--- src/rtl/lpw_pkg.sv ---
package lpw_pkg;

  // ==========================================================================
  // operating modes
  // ==========================================================================
  typedef enum logic [2:0] {
    LPW_RUN  = 3'b001,   // cpu clock running
    LPW_WAIT = 3'b010,   // cpu clock off, bus clock on
    LPW_STOP = 3'b100    // cpu clock off, bus clock per oscillator option
  } lpw_mode_t;

  // ==========================================================================
  // wake source slots, index order is priority order (higher index wins)
  // ==========================================================================
  localparam int unsigned LPW_NSRC        = 16;
  localparam int unsigned LPW_SRC_TBM     = 0;
  localparam int unsigned LPW_SRC_KEYPAD  = 1;   // shared with converter
  localparam int unsigned LPW_SRC_SCI_TX  = 2;
  localparam int unsigned LPW_SRC_SCI_RX  = 3;
  localparam int unsigned LPW_SRC_SCI_ERR = 4;
  localparam int unsigned LPW_SRC_SPI_TX  = 5;
  localparam int unsigned LPW_SRC_SPI_RX  = 6;
  localparam int unsigned LPW_SRC_T2_OVF  = 7;
  localparam int unsigned LPW_SRC_T2_CH0  = 8;
  localparam int unsigned LPW_SRC_T1_OVF  = 9;
  localparam int unsigned LPW_SRC_T1_CH1  = 10;
  localparam int unsigned LPW_SRC_T1_CH0  = 11;
  localparam int unsigned LPW_SRC_PLL     = 12;
  localparam int unsigned LPW_SRC_EXTINT  = 13;
  localparam int unsigned LPW_SRC_BREAK   = 14;
  localparam int unsigned LPW_SRC_RESET   = 15;  // pin, watchdog, supply

  // ==========================================================================
  // lower address of each vector pair, indexed by source slot
  // ==========================================================================
  localparam logic [15:0] LPW_VEC_ADDR [LPW_NSRC] = '{
    16'hFFDC, 16'hFFDE, 16'hFFE2, 16'hFFE4,
    16'hFFE6, 16'hFFE8, 16'hFFEA, 16'hFFEC,
    16'hFFF0, 16'hFFF2, 16'hFFF4, 16'hFFF6,
    16'hFFF8, 16'hFFFA, 16'hFFFC, 16'hFFFE
  };
  localparam logic [15:0] LPW_VEC_PAIR_STEP = 16'h0001;  // second byte offset
  localparam logic [15:0] LPW_VEC_IDLE      = 16'h0000;  // shown before any wake

  // ==========================================================================
  // carriers
  // ==========================================================================
  typedef struct packed {
    logic t1_ovf;
    logic t1_ch1;
    logic t1_ch0;
    logic t2_ovf;
    logic t2_ch0;
    logic spi_tx;
    logic spi_rx;
    logic sci_tx;
    logic sci_rx;
    logic sci_err;
    logic adc_done;
    logic periodic_timebase;
  } lpw_periph_req_t;

  typedef struct packed {
    logic osc_en;        // crystal oscillator enable
    logic pll_en;        // pll enable
    logic xclk_en;       // crystal clock output gate
    logic bus_src_en;    // bus clock source output gate
    logic pll_int_en;    // pll interrupt output gate
  } lpw_clk_gate_t;

  typedef struct packed {
    logic sci_run;
    logic spi_run;
    logic timer_run;
    logic tbm_run;
    logic tbm_read_block;
    logic wdog_clk_en;
    logic wdog_presc_clr;
    logic supply_mon_active;
  } lpw_unit_ctl_t;

  localparam lpw_clk_gate_t LPW_CLK_RESET  = '{default: 1'b1, pll_en: 1'b0};
  localparam lpw_unit_ctl_t LPW_UNIT_RESET = '{default: 1'b0, sci_run: 1'b1,
                                               spi_run: 1'b1, timer_run: 1'b1,
                                               tbm_run: 1'b1, wdog_clk_en: 1'b1};

endpackage : lpw_pkg

--- src/rtl/lpw_ctrl.sv ---
// Operation
// - stop without osc option kills clock outputs
// - stop on vco clock clears base select
// - stop with osc option keeps oscillator, clock outputs and bus clock, pll off
// - clock generator stays active in wait
// - watchdog counts in wait, stopped/cleared in stop
// - stop enable bit gates stop instruction
// - external and keypad wake when unmasked
// - supply monitor reset exits wait or stop
// - serial runs in wait, halts in stop
// - spi halts in stop, reset exit resets it
// - timers run in wait, freeze in stop
// - timebase count unreadable in wait/stop
// - timebase runs in stop only with osc
// - reset class exits use reset vector
// - external falling edge uses own vector
// - break uses break vector pair
// - pll and keypad use separate vectors
// - first timer three ascending vector pairs
// - second timer overflow and channel vectors
// - spi transmitter and receiver vectors
// - serial transmit, receive, error vectors
// - converter shares keypad, timebase own vector
// - stop disables cpu and maybe bus clock
module lpw_ctrl (
  // clock and reset
  input  wire logic                    i_core_clk,
  input  wire logic                    i_srst,
  // cpu instruction strobes
  input  wire logic                    i_wait_exec,
  input  wire logic                    i_stop_exec,
  // configuration bits
  input  wire logic                    i_osc_run_in_stop,
  input  wire logic                    i_stop_enable,
  input  wire logic                    i_base_clock_select,
  input  wire logic                    i_pll_power_on,
  input  wire logic                    i_vco_drives_bus,
  // external pins (asynchronous)
  input  wire logic                    i_ext_reset_n,
  input  wire logic                    i_ext_int_pin_n,
  input  wire logic                    i_supply_low,
  // interrupt masks and supply monitor options
  input  wire logic                    i_ext_int_mask,
  input  wire logic                    i_keypad_int_mask,
  input  wire logic                    i_supply_mon_enable,
  input  wire logic                    i_supply_mon_reset_enable,
  // wake requests from on-chip units
  input  wire logic                    i_keypad_req,
  input  wire logic                    i_wdog_timeout,
  input  wire logic                    i_break_req,
  input  wire logic                    i_pll_req,
  input  wire lpw_pkg::lpw_periph_req_t i_periph_req,
  // cpu side
  output logic                         o_cpu_clk_en,
  output logic                         o_bus_clk_en,
  output logic                         o_wake,
  output logic                         o_reset_exit,
  output logic                         o_stop_refused,
  output logic [15:0]                  o_vec_hi_addr,
  output logic [15:0]                  o_vec_lo_addr,
  output lpw_pkg::lpw_mode_t           o_mode,
  // clock generator side
  output lpw_pkg::lpw_clk_gate_t       o_clk_gate,
  output logic                         o_bcs_clear,
  // peripheral side
  output lpw_pkg::lpw_unit_ctl_t       o_unit_ctl,
  output logic                         o_spi_reset
);

  // ==========================================================================
  // pin synchronisers
  // ==========================================================================
  logic [2:0] pin_sync;         // {reset_n, ext_int_n, supply_low}
  logic       rst_pin_n_s;      // synced reset pin
  logic       ext_int_n_s;      // synced external interrupt pin
  logic       supply_low_s;     // synced supply-low flag

  lpw_sync #(
    .W (3)
  ) u_pin_sync (
    .i_core_clk  (i_core_clk),
    .i_srst      (i_srst),
    .i_async     ({i_ext_reset_n, i_ext_int_pin_n, i_supply_low}),
    .i_reset_val (3'b110),
    .o_sync      (pin_sync)
  );

  assign rst_pin_n_s  = pin_sync[2];
  assign ext_int_n_s  = pin_sync[1];
  assign supply_low_s = pin_sync[0];

  // ==========================================================================
  // external interrupt edge detect
  // ==========================================================================
  logic ext_int_prev_q;         // last synced pin level
  logic ext_int_prev_d;
  logic ext_fall;               // high-to-low seen this cycle

  // edge reads only the second stage, never the first
  always_comb begin
    ext_int_prev_d = ext_int_n_s;
    ext_fall       = ext_int_prev_q & ~ext_int_n_s;
  end

  always_ff @(posedge i_core_clk) begin
    if (i_srst) begin
      ext_int_prev_q <= 1'b1;
    end else begin
      ext_int_prev_q <= ext_int_prev_d;
    end
  end

  // ==========================================================================
  // wake source collection
  // ==========================================================================
  logic                        reset_src;    // any reset-class source
  logic                        supply_rst;   // supply monitor reset request
  logic [lpw_pkg::LPW_NSRC-1:0] wait_pend;   // sources that end wait
  logic [lpw_pkg::LPW_NSRC-1:0] stop_pend;   // sources that end stop
  logic [lpw_pkg::LPW_NSRC-1:0] pend;        // chosen by current mode
  logic                        pick_valid;
  logic [3:0]                  pick_idx;
  lpw_pkg::lpw_mode_t          mode_q;     // current low-power mode

  // wait accepts every source; stop accepts only the ones with no clock need
  always_comb begin
    supply_rst = i_supply_mon_enable & i_supply_mon_reset_enable
                 & supply_low_s;
    reset_src  = ~rst_pin_n_s | i_wdog_timeout | supply_rst;
    wait_pend  = '0;
    wait_pend[lpw_pkg::LPW_SRC_RESET]   = reset_src;
    wait_pend[lpw_pkg::LPW_SRC_BREAK]   = i_break_req;
    wait_pend[lpw_pkg::LPW_SRC_EXTINT]  = ext_fall & ~i_ext_int_mask;
    wait_pend[lpw_pkg::LPW_SRC_PLL]     = i_pll_req;
    wait_pend[lpw_pkg::LPW_SRC_T1_CH0]  = i_periph_req.t1_ch0;
    wait_pend[lpw_pkg::LPW_SRC_T1_CH1]  = i_periph_req.t1_ch1;
    wait_pend[lpw_pkg::LPW_SRC_T1_OVF]  = i_periph_req.t1_ovf;
    wait_pend[lpw_pkg::LPW_SRC_T2_CH0]  = i_periph_req.t2_ch0;
    wait_pend[lpw_pkg::LPW_SRC_T2_OVF]  = i_periph_req.t2_ovf;
    wait_pend[lpw_pkg::LPW_SRC_SPI_RX]  = i_periph_req.spi_rx;
    wait_pend[lpw_pkg::LPW_SRC_SPI_TX]  = i_periph_req.spi_tx;
    wait_pend[lpw_pkg::LPW_SRC_SCI_ERR] = i_periph_req.sci_err;
    wait_pend[lpw_pkg::LPW_SRC_SCI_RX]  = i_periph_req.sci_rx;
    wait_pend[lpw_pkg::LPW_SRC_SCI_TX]  = i_periph_req.sci_tx;
    wait_pend[lpw_pkg::LPW_SRC_KEYPAD]  = (i_keypad_req & ~i_keypad_int_mask)
                                          | i_periph_req.adc_done;
    wait_pend[lpw_pkg::LPW_SRC_TBM]     = i_periph_req.periodic_timebase;
    // watchdog has no clock in stop, so only pin and supply resets count
    stop_pend  = '0;
    stop_pend[lpw_pkg::LPW_SRC_RESET]   = ~rst_pin_n_s | supply_rst;
    stop_pend[lpw_pkg::LPW_SRC_BREAK]   = i_break_req;
    stop_pend[lpw_pkg::LPW_SRC_EXTINT]  = ext_fall & ~i_ext_int_mask;
    stop_pend[lpw_pkg::LPW_SRC_KEYPAD]  = i_keypad_req & ~i_keypad_int_mask;
    stop_pend[lpw_pkg::LPW_SRC_TBM]     = i_periph_req.periodic_timebase
                                          & i_osc_run_in_stop;
    unique case (mode_q)
      lpw_pkg::LPW_WAIT: pend = wait_pend;
      lpw_pkg::LPW_STOP: pend = stop_pend;
      default:           pend = '0;
    endcase
  end

  lpw_vec_pick #(
    .N  (lpw_pkg::LPW_NSRC),
    .IW (4)
  ) u_pick (
    .i_pending (pend),
    .o_valid   (pick_valid),
    .o_index   (pick_idx)
  );

  // ==========================================================================
  // mode state machine
  // ==========================================================================
  lpw_pkg::lpw_mode_t mode_d;
  logic               wake_d;
  logic               reset_exit_d;
  logic               refused_d;
  logic               bcs_clear_d;
  logic               spi_reset_d;
  logic [15:0]        vec_hi_d;
  logic [15:0]        vec_lo_d;

  // entry on instruction strobe, exit on highest pending source
  always_comb begin
    mode_d       = mode_q;
    wake_d       = 1'b0;
    reset_exit_d = 1'b0;
    refused_d    = 1'b0;
    bcs_clear_d  = 1'b0;
    spi_reset_d  = 1'b0;
    vec_hi_d     = o_vec_hi_addr;
    vec_lo_d     = o_vec_lo_addr;
    unique case (mode_q)
      lpw_pkg::LPW_RUN: begin
        if (i_stop_exec) begin
          if (i_stop_enable) begin
            mode_d      = lpw_pkg::LPW_STOP;
            // vco clock on the bus source: fall back to crystal for recovery
            bcs_clear_d = i_vco_drives_bus & i_base_clock_select;
          end else begin
            refused_d   = 1'b1;
          end
        end else if (i_wait_exec) begin
          mode_d = lpw_pkg::LPW_WAIT;
        end
      end
      lpw_pkg::LPW_WAIT,
      lpw_pkg::LPW_STOP: begin
        if (pick_valid) begin
          mode_d       = lpw_pkg::LPW_RUN;
          wake_d       = 1'b1;
          reset_exit_d = (pick_idx == 4'(lpw_pkg::LPW_SRC_RESET));
          // a reset out of stop aborts any spi transfer
          spi_reset_d  = reset_exit_d
                         & (mode_q == lpw_pkg::LPW_STOP);
          vec_hi_d     = lpw_pkg::LPW_VEC_ADDR[pick_idx];
          vec_lo_d     = lpw_pkg::LPW_VEC_ADDR[pick_idx]
                         + lpw_pkg::LPW_VEC_PAIR_STEP;
        end
      end
      default: begin
        mode_d = lpw_pkg::LPW_RUN;   // illegal code recovers to run
      end
    endcase
  end

  always_ff @(posedge i_core_clk) begin
    if (i_srst) begin
      mode_q         <= lpw_pkg::LPW_RUN;
      o_wake         <= 1'b0;
      o_reset_exit   <= 1'b0;
      o_stop_refused <= 1'b0;
      o_bcs_clear    <= 1'b0;
      o_spi_reset    <= 1'b0;
      o_vec_hi_addr  <= lpw_pkg::LPW_VEC_IDLE;
      o_vec_lo_addr  <= lpw_pkg::LPW_VEC_IDLE;
    end else begin
      mode_q         <= mode_d;
      o_wake         <= wake_d;
      o_reset_exit   <= reset_exit_d;
      o_stop_refused <= refused_d;
      o_bcs_clear    <= bcs_clear_d;
      o_spi_reset    <= spi_reset_d;
      o_vec_hi_addr  <= vec_hi_d;
      o_vec_lo_addr  <= vec_lo_d;
    end
  end

  // ==========================================================================
  // clock and unit gating, derived from the next mode
  // ==========================================================================
  logic                   in_stop_d;    // next mode is stop
  logic                   in_wait_d;    // next mode is wait
  logic                   cpu_clk_d;
  logic                   bus_clk_d;
  lpw_pkg::lpw_clk_gate_t clk_gate_d;
  lpw_pkg::lpw_unit_ctl_t unit_d;

  // gates follow mode_d so they switch in the same edge as the mode
  always_comb begin
    in_stop_d = (mode_d == lpw_pkg::LPW_STOP);
    in_wait_d = (mode_d == lpw_pkg::LPW_WAIT);
    cpu_clk_d = (mode_d == lpw_pkg::LPW_RUN);
    bus_clk_d = ~in_stop_d | i_osc_run_in_stop;
    // clock generator untouched in wait; software owns select and power
    clk_gate_d.osc_en     = ~in_stop_d | i_osc_run_in_stop;
    clk_gate_d.pll_en     = i_pll_power_on & ~in_stop_d;
    clk_gate_d.xclk_en    = ~in_stop_d | i_osc_run_in_stop;
    clk_gate_d.bus_src_en = ~in_stop_d | i_osc_run_in_stop;
    // pll is off in any stop, so its interrupt has nothing to say
    clk_gate_d.pll_int_en = ~in_stop_d;
    unit_d.wdog_clk_en       = ~in_stop_d;
    unit_d.wdog_presc_clr    = in_stop_d;
    unit_d.sci_run           = ~in_stop_d;
    unit_d.spi_run           = ~in_stop_d;
    unit_d.timer_run         = ~in_stop_d;
    unit_d.tbm_run           = ~in_stop_d | i_osc_run_in_stop;
    unit_d.tbm_read_block    = in_stop_d | in_wait_d;
    unit_d.supply_mon_active = i_supply_mon_enable;
  end

  always_ff @(posedge i_core_clk) begin
    if (i_srst) begin
      o_cpu_clk_en <= 1'b1;
      o_bus_clk_en <= 1'b1;
      o_clk_gate   <= lpw_pkg::LPW_CLK_RESET;
      o_unit_ctl   <= lpw_pkg::LPW_UNIT_RESET;
      o_mode       <= lpw_pkg::LPW_RUN;
    end else begin
      o_cpu_clk_en <= cpu_clk_d;
      o_bus_clk_en <= bus_clk_d;
      o_clk_gate   <= clk_gate_d;
      o_unit_ctl   <= unit_d;
      o_mode       <= mode_d;
    end
  end

endmodule : lpw_ctrl

--- src/rtl/lpw_sync.sv ---
// ============================================================================
// two-stage synchroniser for pins
// ============================================================================
module lpw_sync #(
  parameter int unsigned W = 1
) (
  // clock and reset
  input  wire logic         i_core_clk,
  input  wire logic         i_srst,
  // asynchronous in, synchronous out
  input  wire logic [W-1:0] i_async,
  input  wire logic [W-1:0] i_reset_val,
  output logic      [W-1:0] o_sync
);

  logic [W-1:0] meta_q;   // first stage, read only by second stage
  logic [W-1:0] meta_d;
  logic [W-1:0] sync_q;   // second stage
  logic [W-1:0] sync_d;

  // next values
  always_comb begin
    meta_d = i_async;
    sync_d = meta_q;
  end

  // reset value is a parameter-like tie, held at idle level
  always_ff @(posedge i_core_clk) begin
    if (i_srst) begin
      meta_q <= i_reset_val;
      sync_q <= i_reset_val;
    end else begin
      meta_q <= meta_d;
      sync_q <= sync_d;
    end
  end

  assign o_sync = sync_q;

endmodule : lpw_sync

--- src/rtl/lpw_vec_pick.sv ---
// ============================================================================
// priority pick of the highest pending wake source
// ============================================================================
module lpw_vec_pick #(
  parameter int unsigned N  = 16,
  parameter int unsigned IW = 4
) (
  // pending sources
  input  wire logic [N-1:0]  i_pending,
  // chosen source
  output logic               o_valid,
  output logic      [IW-1:0] o_index
);

  // scan upward so the highest index is the last to land
  always_comb begin
    o_valid = 1'b0;
    o_index = '0;
    for (int unsigned k = 0; k < N; k++) begin
      if (i_pending[k]) begin
        o_valid = 1'b1;
        o_index = IW'(k);
      end
    end
  end

endmodule : lpw_vec_pick

--- config.mk ---
export PLATFORM = sky130hd
export DESIGN_NAME = lpw_ctrl
export DESIGN_NICKNAME = d
export VERILOG_FILES = /design/src/rtl/lpw_pkg.sv /design/src/rtl/lpw_ctrl.sv /design/src/rtl/lpw_sync.sv /design/src/rtl/lpw_vec_pick.sv
export SDC_FILE = /design/constraint.sdc
export NUM_CORES = 1
export LEC_CHECK = 0
export ABC_AREA = 1
export BUFFER_PORTS_ARGS = -buffer_cell sky130_fd_sc_hd__buf_4
export CELL_PAD_IN_SITES_DETAIL_PLACEMENT = 0
export CELL_PAD_IN_SITES_GLOBAL_PLACEMENT = 1
export CORE_UTILIZATION = 30
export CTS_BUF_LIST = sky130_fd_sc_hd__clkbuf_8 sky130_fd_sc_hd__clkbuf_16
export DETAILED_ROUTE_END_ITERATION = 12
export PLACE_DENSITY_LB_ADDON = 0.1
export RECOVER_POWER = 100
export SETUP_SLACK_MARGIN = 0.3
export SKIP_LAST_GASP = 1
export SLEW_MARGIN = 20
export SYNTH_ARGS = -nofsm -noshare
export SYNTH_HDL_FRONTEND = slang
export SYNTH_HIERARCHICAL = 1
export SYNTH_SLANG_ARGS = --single-unit
--- constraint.sdc ---
create_clock -name i_core_clk -period 2.9 [get_ports i_core_clk]
set_clock_uncertainty 0.05 [all_clocks]
set_input_delay 0.145 -clock i_core_clk [delete_from_list [all_inputs] [get_ports i_core_clk]]
set_output_delay 0.145 -clock i_core_clk [all_outputs]
set_load 0.02 [all_outputs]
==> flow_summary.ini <==
[die]
die_area_um2 = 6100
die_h_um = 78.1
coreArea_um2 = 5540
initial_utilization_pct = 31.4
rows = 27
fp.dieW_um = 78.1
ios = 87

[final_layout]
mostFrequentLayoutCell = nand2_1
final_cells = 401
diodes = 0
drive_gt1_share_pct = 22.5
nets = 365
final_core_util_pct = 40.3
syn2layout_area_growth_pct = 28.4
final_area_um2 = 2230
final_cell_mix = 60 x nand2_1, 53 x clkbuf_1, 42 x inv_1, 42 x buf_4, 31 x nor2_1

[setup_path]
max_stage_delay_ps = 490
crit_path_start = o_mode[0]
cp-end-kind = flip-flop
critPathMaxFanout = 8
cp_data_arrival_time_ps = 2610
cp_cell_sequence = inv_4 -> nand3_4 -> clkbuf_1 -> buf_4 -> nor2_1 -> nor2_1 -> nand2_1 -> nor2_1 -> inv_1 -> nor2_1 -> nand3_1 -> o22ai_2 -> nand2_1
crit_path_end = o_unit_ctl[2]
worstRegToRegCells = 13
path_depth = 13
cpMostUsedCell = nor2_1
r2r_start = o_mode[0]
crit_type = reg2reg
start_kind = flip-flop
slowest_stage = dfxtp_1
crit_family = simple AND/OR/NAND/NOR gates
critical_path_required_ps = 3000
r2r-end = o_unit_ctl[2]
crit_buf_inv = 4
rrSetupSlack_ps = 390

[synthesis]
avgSynthCellArea_um2 = 6.68
synth.distinct_cells = 27
synth_seq_cells = 28
yosysWarnings = 6
syn_inst = 260
netlist_area_um2 = 1740
seq_area_frac_synth_pct = 32.3

[timing]
finalMaxSlewViolations = 0
final-setup-viol-count = 0
period_needed_ps = 2510
grt_setup_unrepaired = yes
finalHoldViolations = 0
fin_setup_tns_ps = 0
post-route-period-util_pct = 86.6
worst_pin_slew_ps = 550
max_freq_mhz = 398
slew_headroom_pct = 63.3

[power_and_ir_drop]
peakVddDrop_mv = 0.221
combPwrFrac_pct = 31.0
p_per_area_nw_per_um2 = 483
clkPwrFrac_pct = 29.2
leakagePower_nw = 1.14
finalPower_mw = 1.08
power.internal_uw = 724
p_seq_share_pct = 39.8
netSwitchingPower_uw = 354
power.share.switching_pct = 32.8

[placed_design]
placedCellCount = 382
place_congestion = 0.766
dpl_cell_area_um2 = 2200
dpl.hpwl_mm = 3.11
io_buffers = 85

[clock_tree]
cts.sinks = 28
clkSlewWorstSetupHoldPaths_ps = 100
cts_made_buffers = 3
clock_path_buffers = 2
root_buffer = clkbuf_8
clkLatencyLatePin_ps = 280
cts_tree = done
cts_htree_levels = 1

[drt]
drcViolationCount = 0
drt_iter0_drc = 37
vias_per_cell = 4.09
drtAntennaViolNets = 0
first_pass_iters = 4
wl_mm = 4.15
post_drt_wl_per_cell_um = 10.4
vias = 1641

[global_route]
grt.overflow.total = 0
grt_antenna_before_repair = 0
grt_max_degree = 23
grt_pass1_vias = 1479
grt_pass1_wl_mm = 6.81
track_usage_pct = 14.1

[status]
outcome = completed

[worst_hold_path]
worstHoldPathType = in2reg

[run]
cap_violations = 0
layout make-up:
| type | count | area, um^2 |
|---|---|---|
| Clock buffer | 3 | 41.3 |
| Clock inverter | 1 | 30.0 |
| Fill cell | 660 | 3310 |
| Inverter | 49 | 203 |
| Multi-Input combinational cell | 148 | 737 |
| Sequential cell | 28 | 564 |
| Tap cell | 72 | 90.1 |
| Timing Repair Buffer | 100 | 566 |
what timing repair did:
action                                 4_1_cts  5_1_grt
endpoints found under the hold margin        4        0
hold buffers                                 4        0
buffers inserted                             4        7
resized for setup                            3       16
gates cloned                                 0        0
setup endpoints to repair                    2        4
pin swaps                                    1        5
synthesized netlist by cell type:
| master | count | area (um^2) |
|---|---|---|
| nor3_2 | 1 | 10.0 |
| inv_1 | 42 | 158 |
| nand2_4 | 1 | 11.3 |
| o22ai_2 | 1 | 12.5 |
| nor3_1 | 4 | 20.0 |
| o21ai_0 | 5 | 25.0 |
| dfxtp_1 | 28 | 561 |
| o21ai_1 | 1 | 5.00 |
| o21ai_2 | 1 | 8.76 |
| nor2_1 | 33 | 124 |
| bufinv_8 | 1 | 17.5 |
| a31o_1 | 1 | 8.76 |
| nand3_4 | 2 | 35.0 |
| a21oi_1 | 5 | 25.0 |
| clkbuf_2 | 1 | 5.00 |
| conb_1 | 2 | 7.51 |
| ha_1 | 3 | 37.5 |
| inv_2 | 6 | 22.5 |
| nand3_1 | 13 | 65.1 |
| nand2_2 | 7 | 43.8 |
| nand3_2 | 2 | 20.0 |
| nand2_1 | 60 | 225 |
| nand4_1 | 2 | 12.5 |
| buf_2 | 2 | 10.0 |
| buf_4 | 34 | 255 |
| a31oi_1 | 1 | 6.26 |
| or2_0 | 1 | 6.26 |
sequential cells by signal, summed over array words and instances, names as in the netlist:
name	count
o_vec_lo_addr	6
o_stop_refused	1
o_spi_reset	1
o_reset_exit	1
o_wake	1
o_bcs_clear	1
o_clk_gate	1
o_unit_ctl	5
o_mode	3
u_pin_sync/meta_q	3
ext_int_prev_q	1
o_cpu_clk_en	1
u_pin_sync/o_sync	3
per-stage QoR:
stage	setup slack [ps]	hold WS, ps
after floorplan	381	164
after global placement	248	284
after detailed placement	196	287
after CTS	332	12.2
after global routing	141	7.76
final	388	15.7
power groups by stage:
| stage | registers (mW) | logic (mW) | clock network (mW) |
|---|---|---|---|
| 2_1_floorplan | 0.459 | 0.203 | 0 |
| 3_3_place_gp | 0.439 | 0.319 | 0 |
| 3_5_place_dp | 0.438 | 0.322 | 0 |
| 4_1_cts | 0.431 | 0.330 | 0.328 |
| 5_1_grt | 0.434 | 0.381 | 0.346 |
| 6_report | 0.430 | 0.334 | 0.315 |
routing by layer:
layer | track usage, % | share of wire, %
met5 | 0 | 0
met4 | 5.19 | 1.3
met3 | 3.49 | 6.2
met2 | 23.3 | 46
met1 | 17.5 | 47
cells by family (layout without fill, tap and decap cells):
| family | after synthesis | after routing | synth area share, % |
|---|---|---|---|
| AOI/OAI and AO/OA | 15 | 15 | 5.26 |
| and+or+nand+nor | 126 | 126 | 33.0 |
| buffers and inverters | 86 | 153 | 26.9 |
| adders and majority gates | 3 | 3 | 2.16 |
| DFF | 28 | 28 | 32.3 |
| other | 2 | 4 | 0.432 |
worst min-delay path by stage:
| stage | slack [ps] | from | to | cells past startpoint |
|---|---|---|---|---|
| floorplan | 160 | i_srst | o_mode[1] | 1 |
| finish | 20 | i_supply_mon_enable | o_unit_ctl[0] | 3 |
| global route | 8 | i_supply_mon_enable | o_unit_ctl[0] | 3 |
| detailed placement | 290 | i_ext_reset_n | u_pin_sync/meta_q[2] | 3 |
| global placement | 280 | i_ext_reset_n | u_pin_sync/meta_q[2] | 3 |
| CTS | 10 | i_supply_mon_enable | o_unit_ctl[0] | 3 |
worst min-delay path, stage by stage:
cell and delay [ps]:
buf_4 80, inv_1 30, nor2_1 60
(Power assumes the default switching activity.)
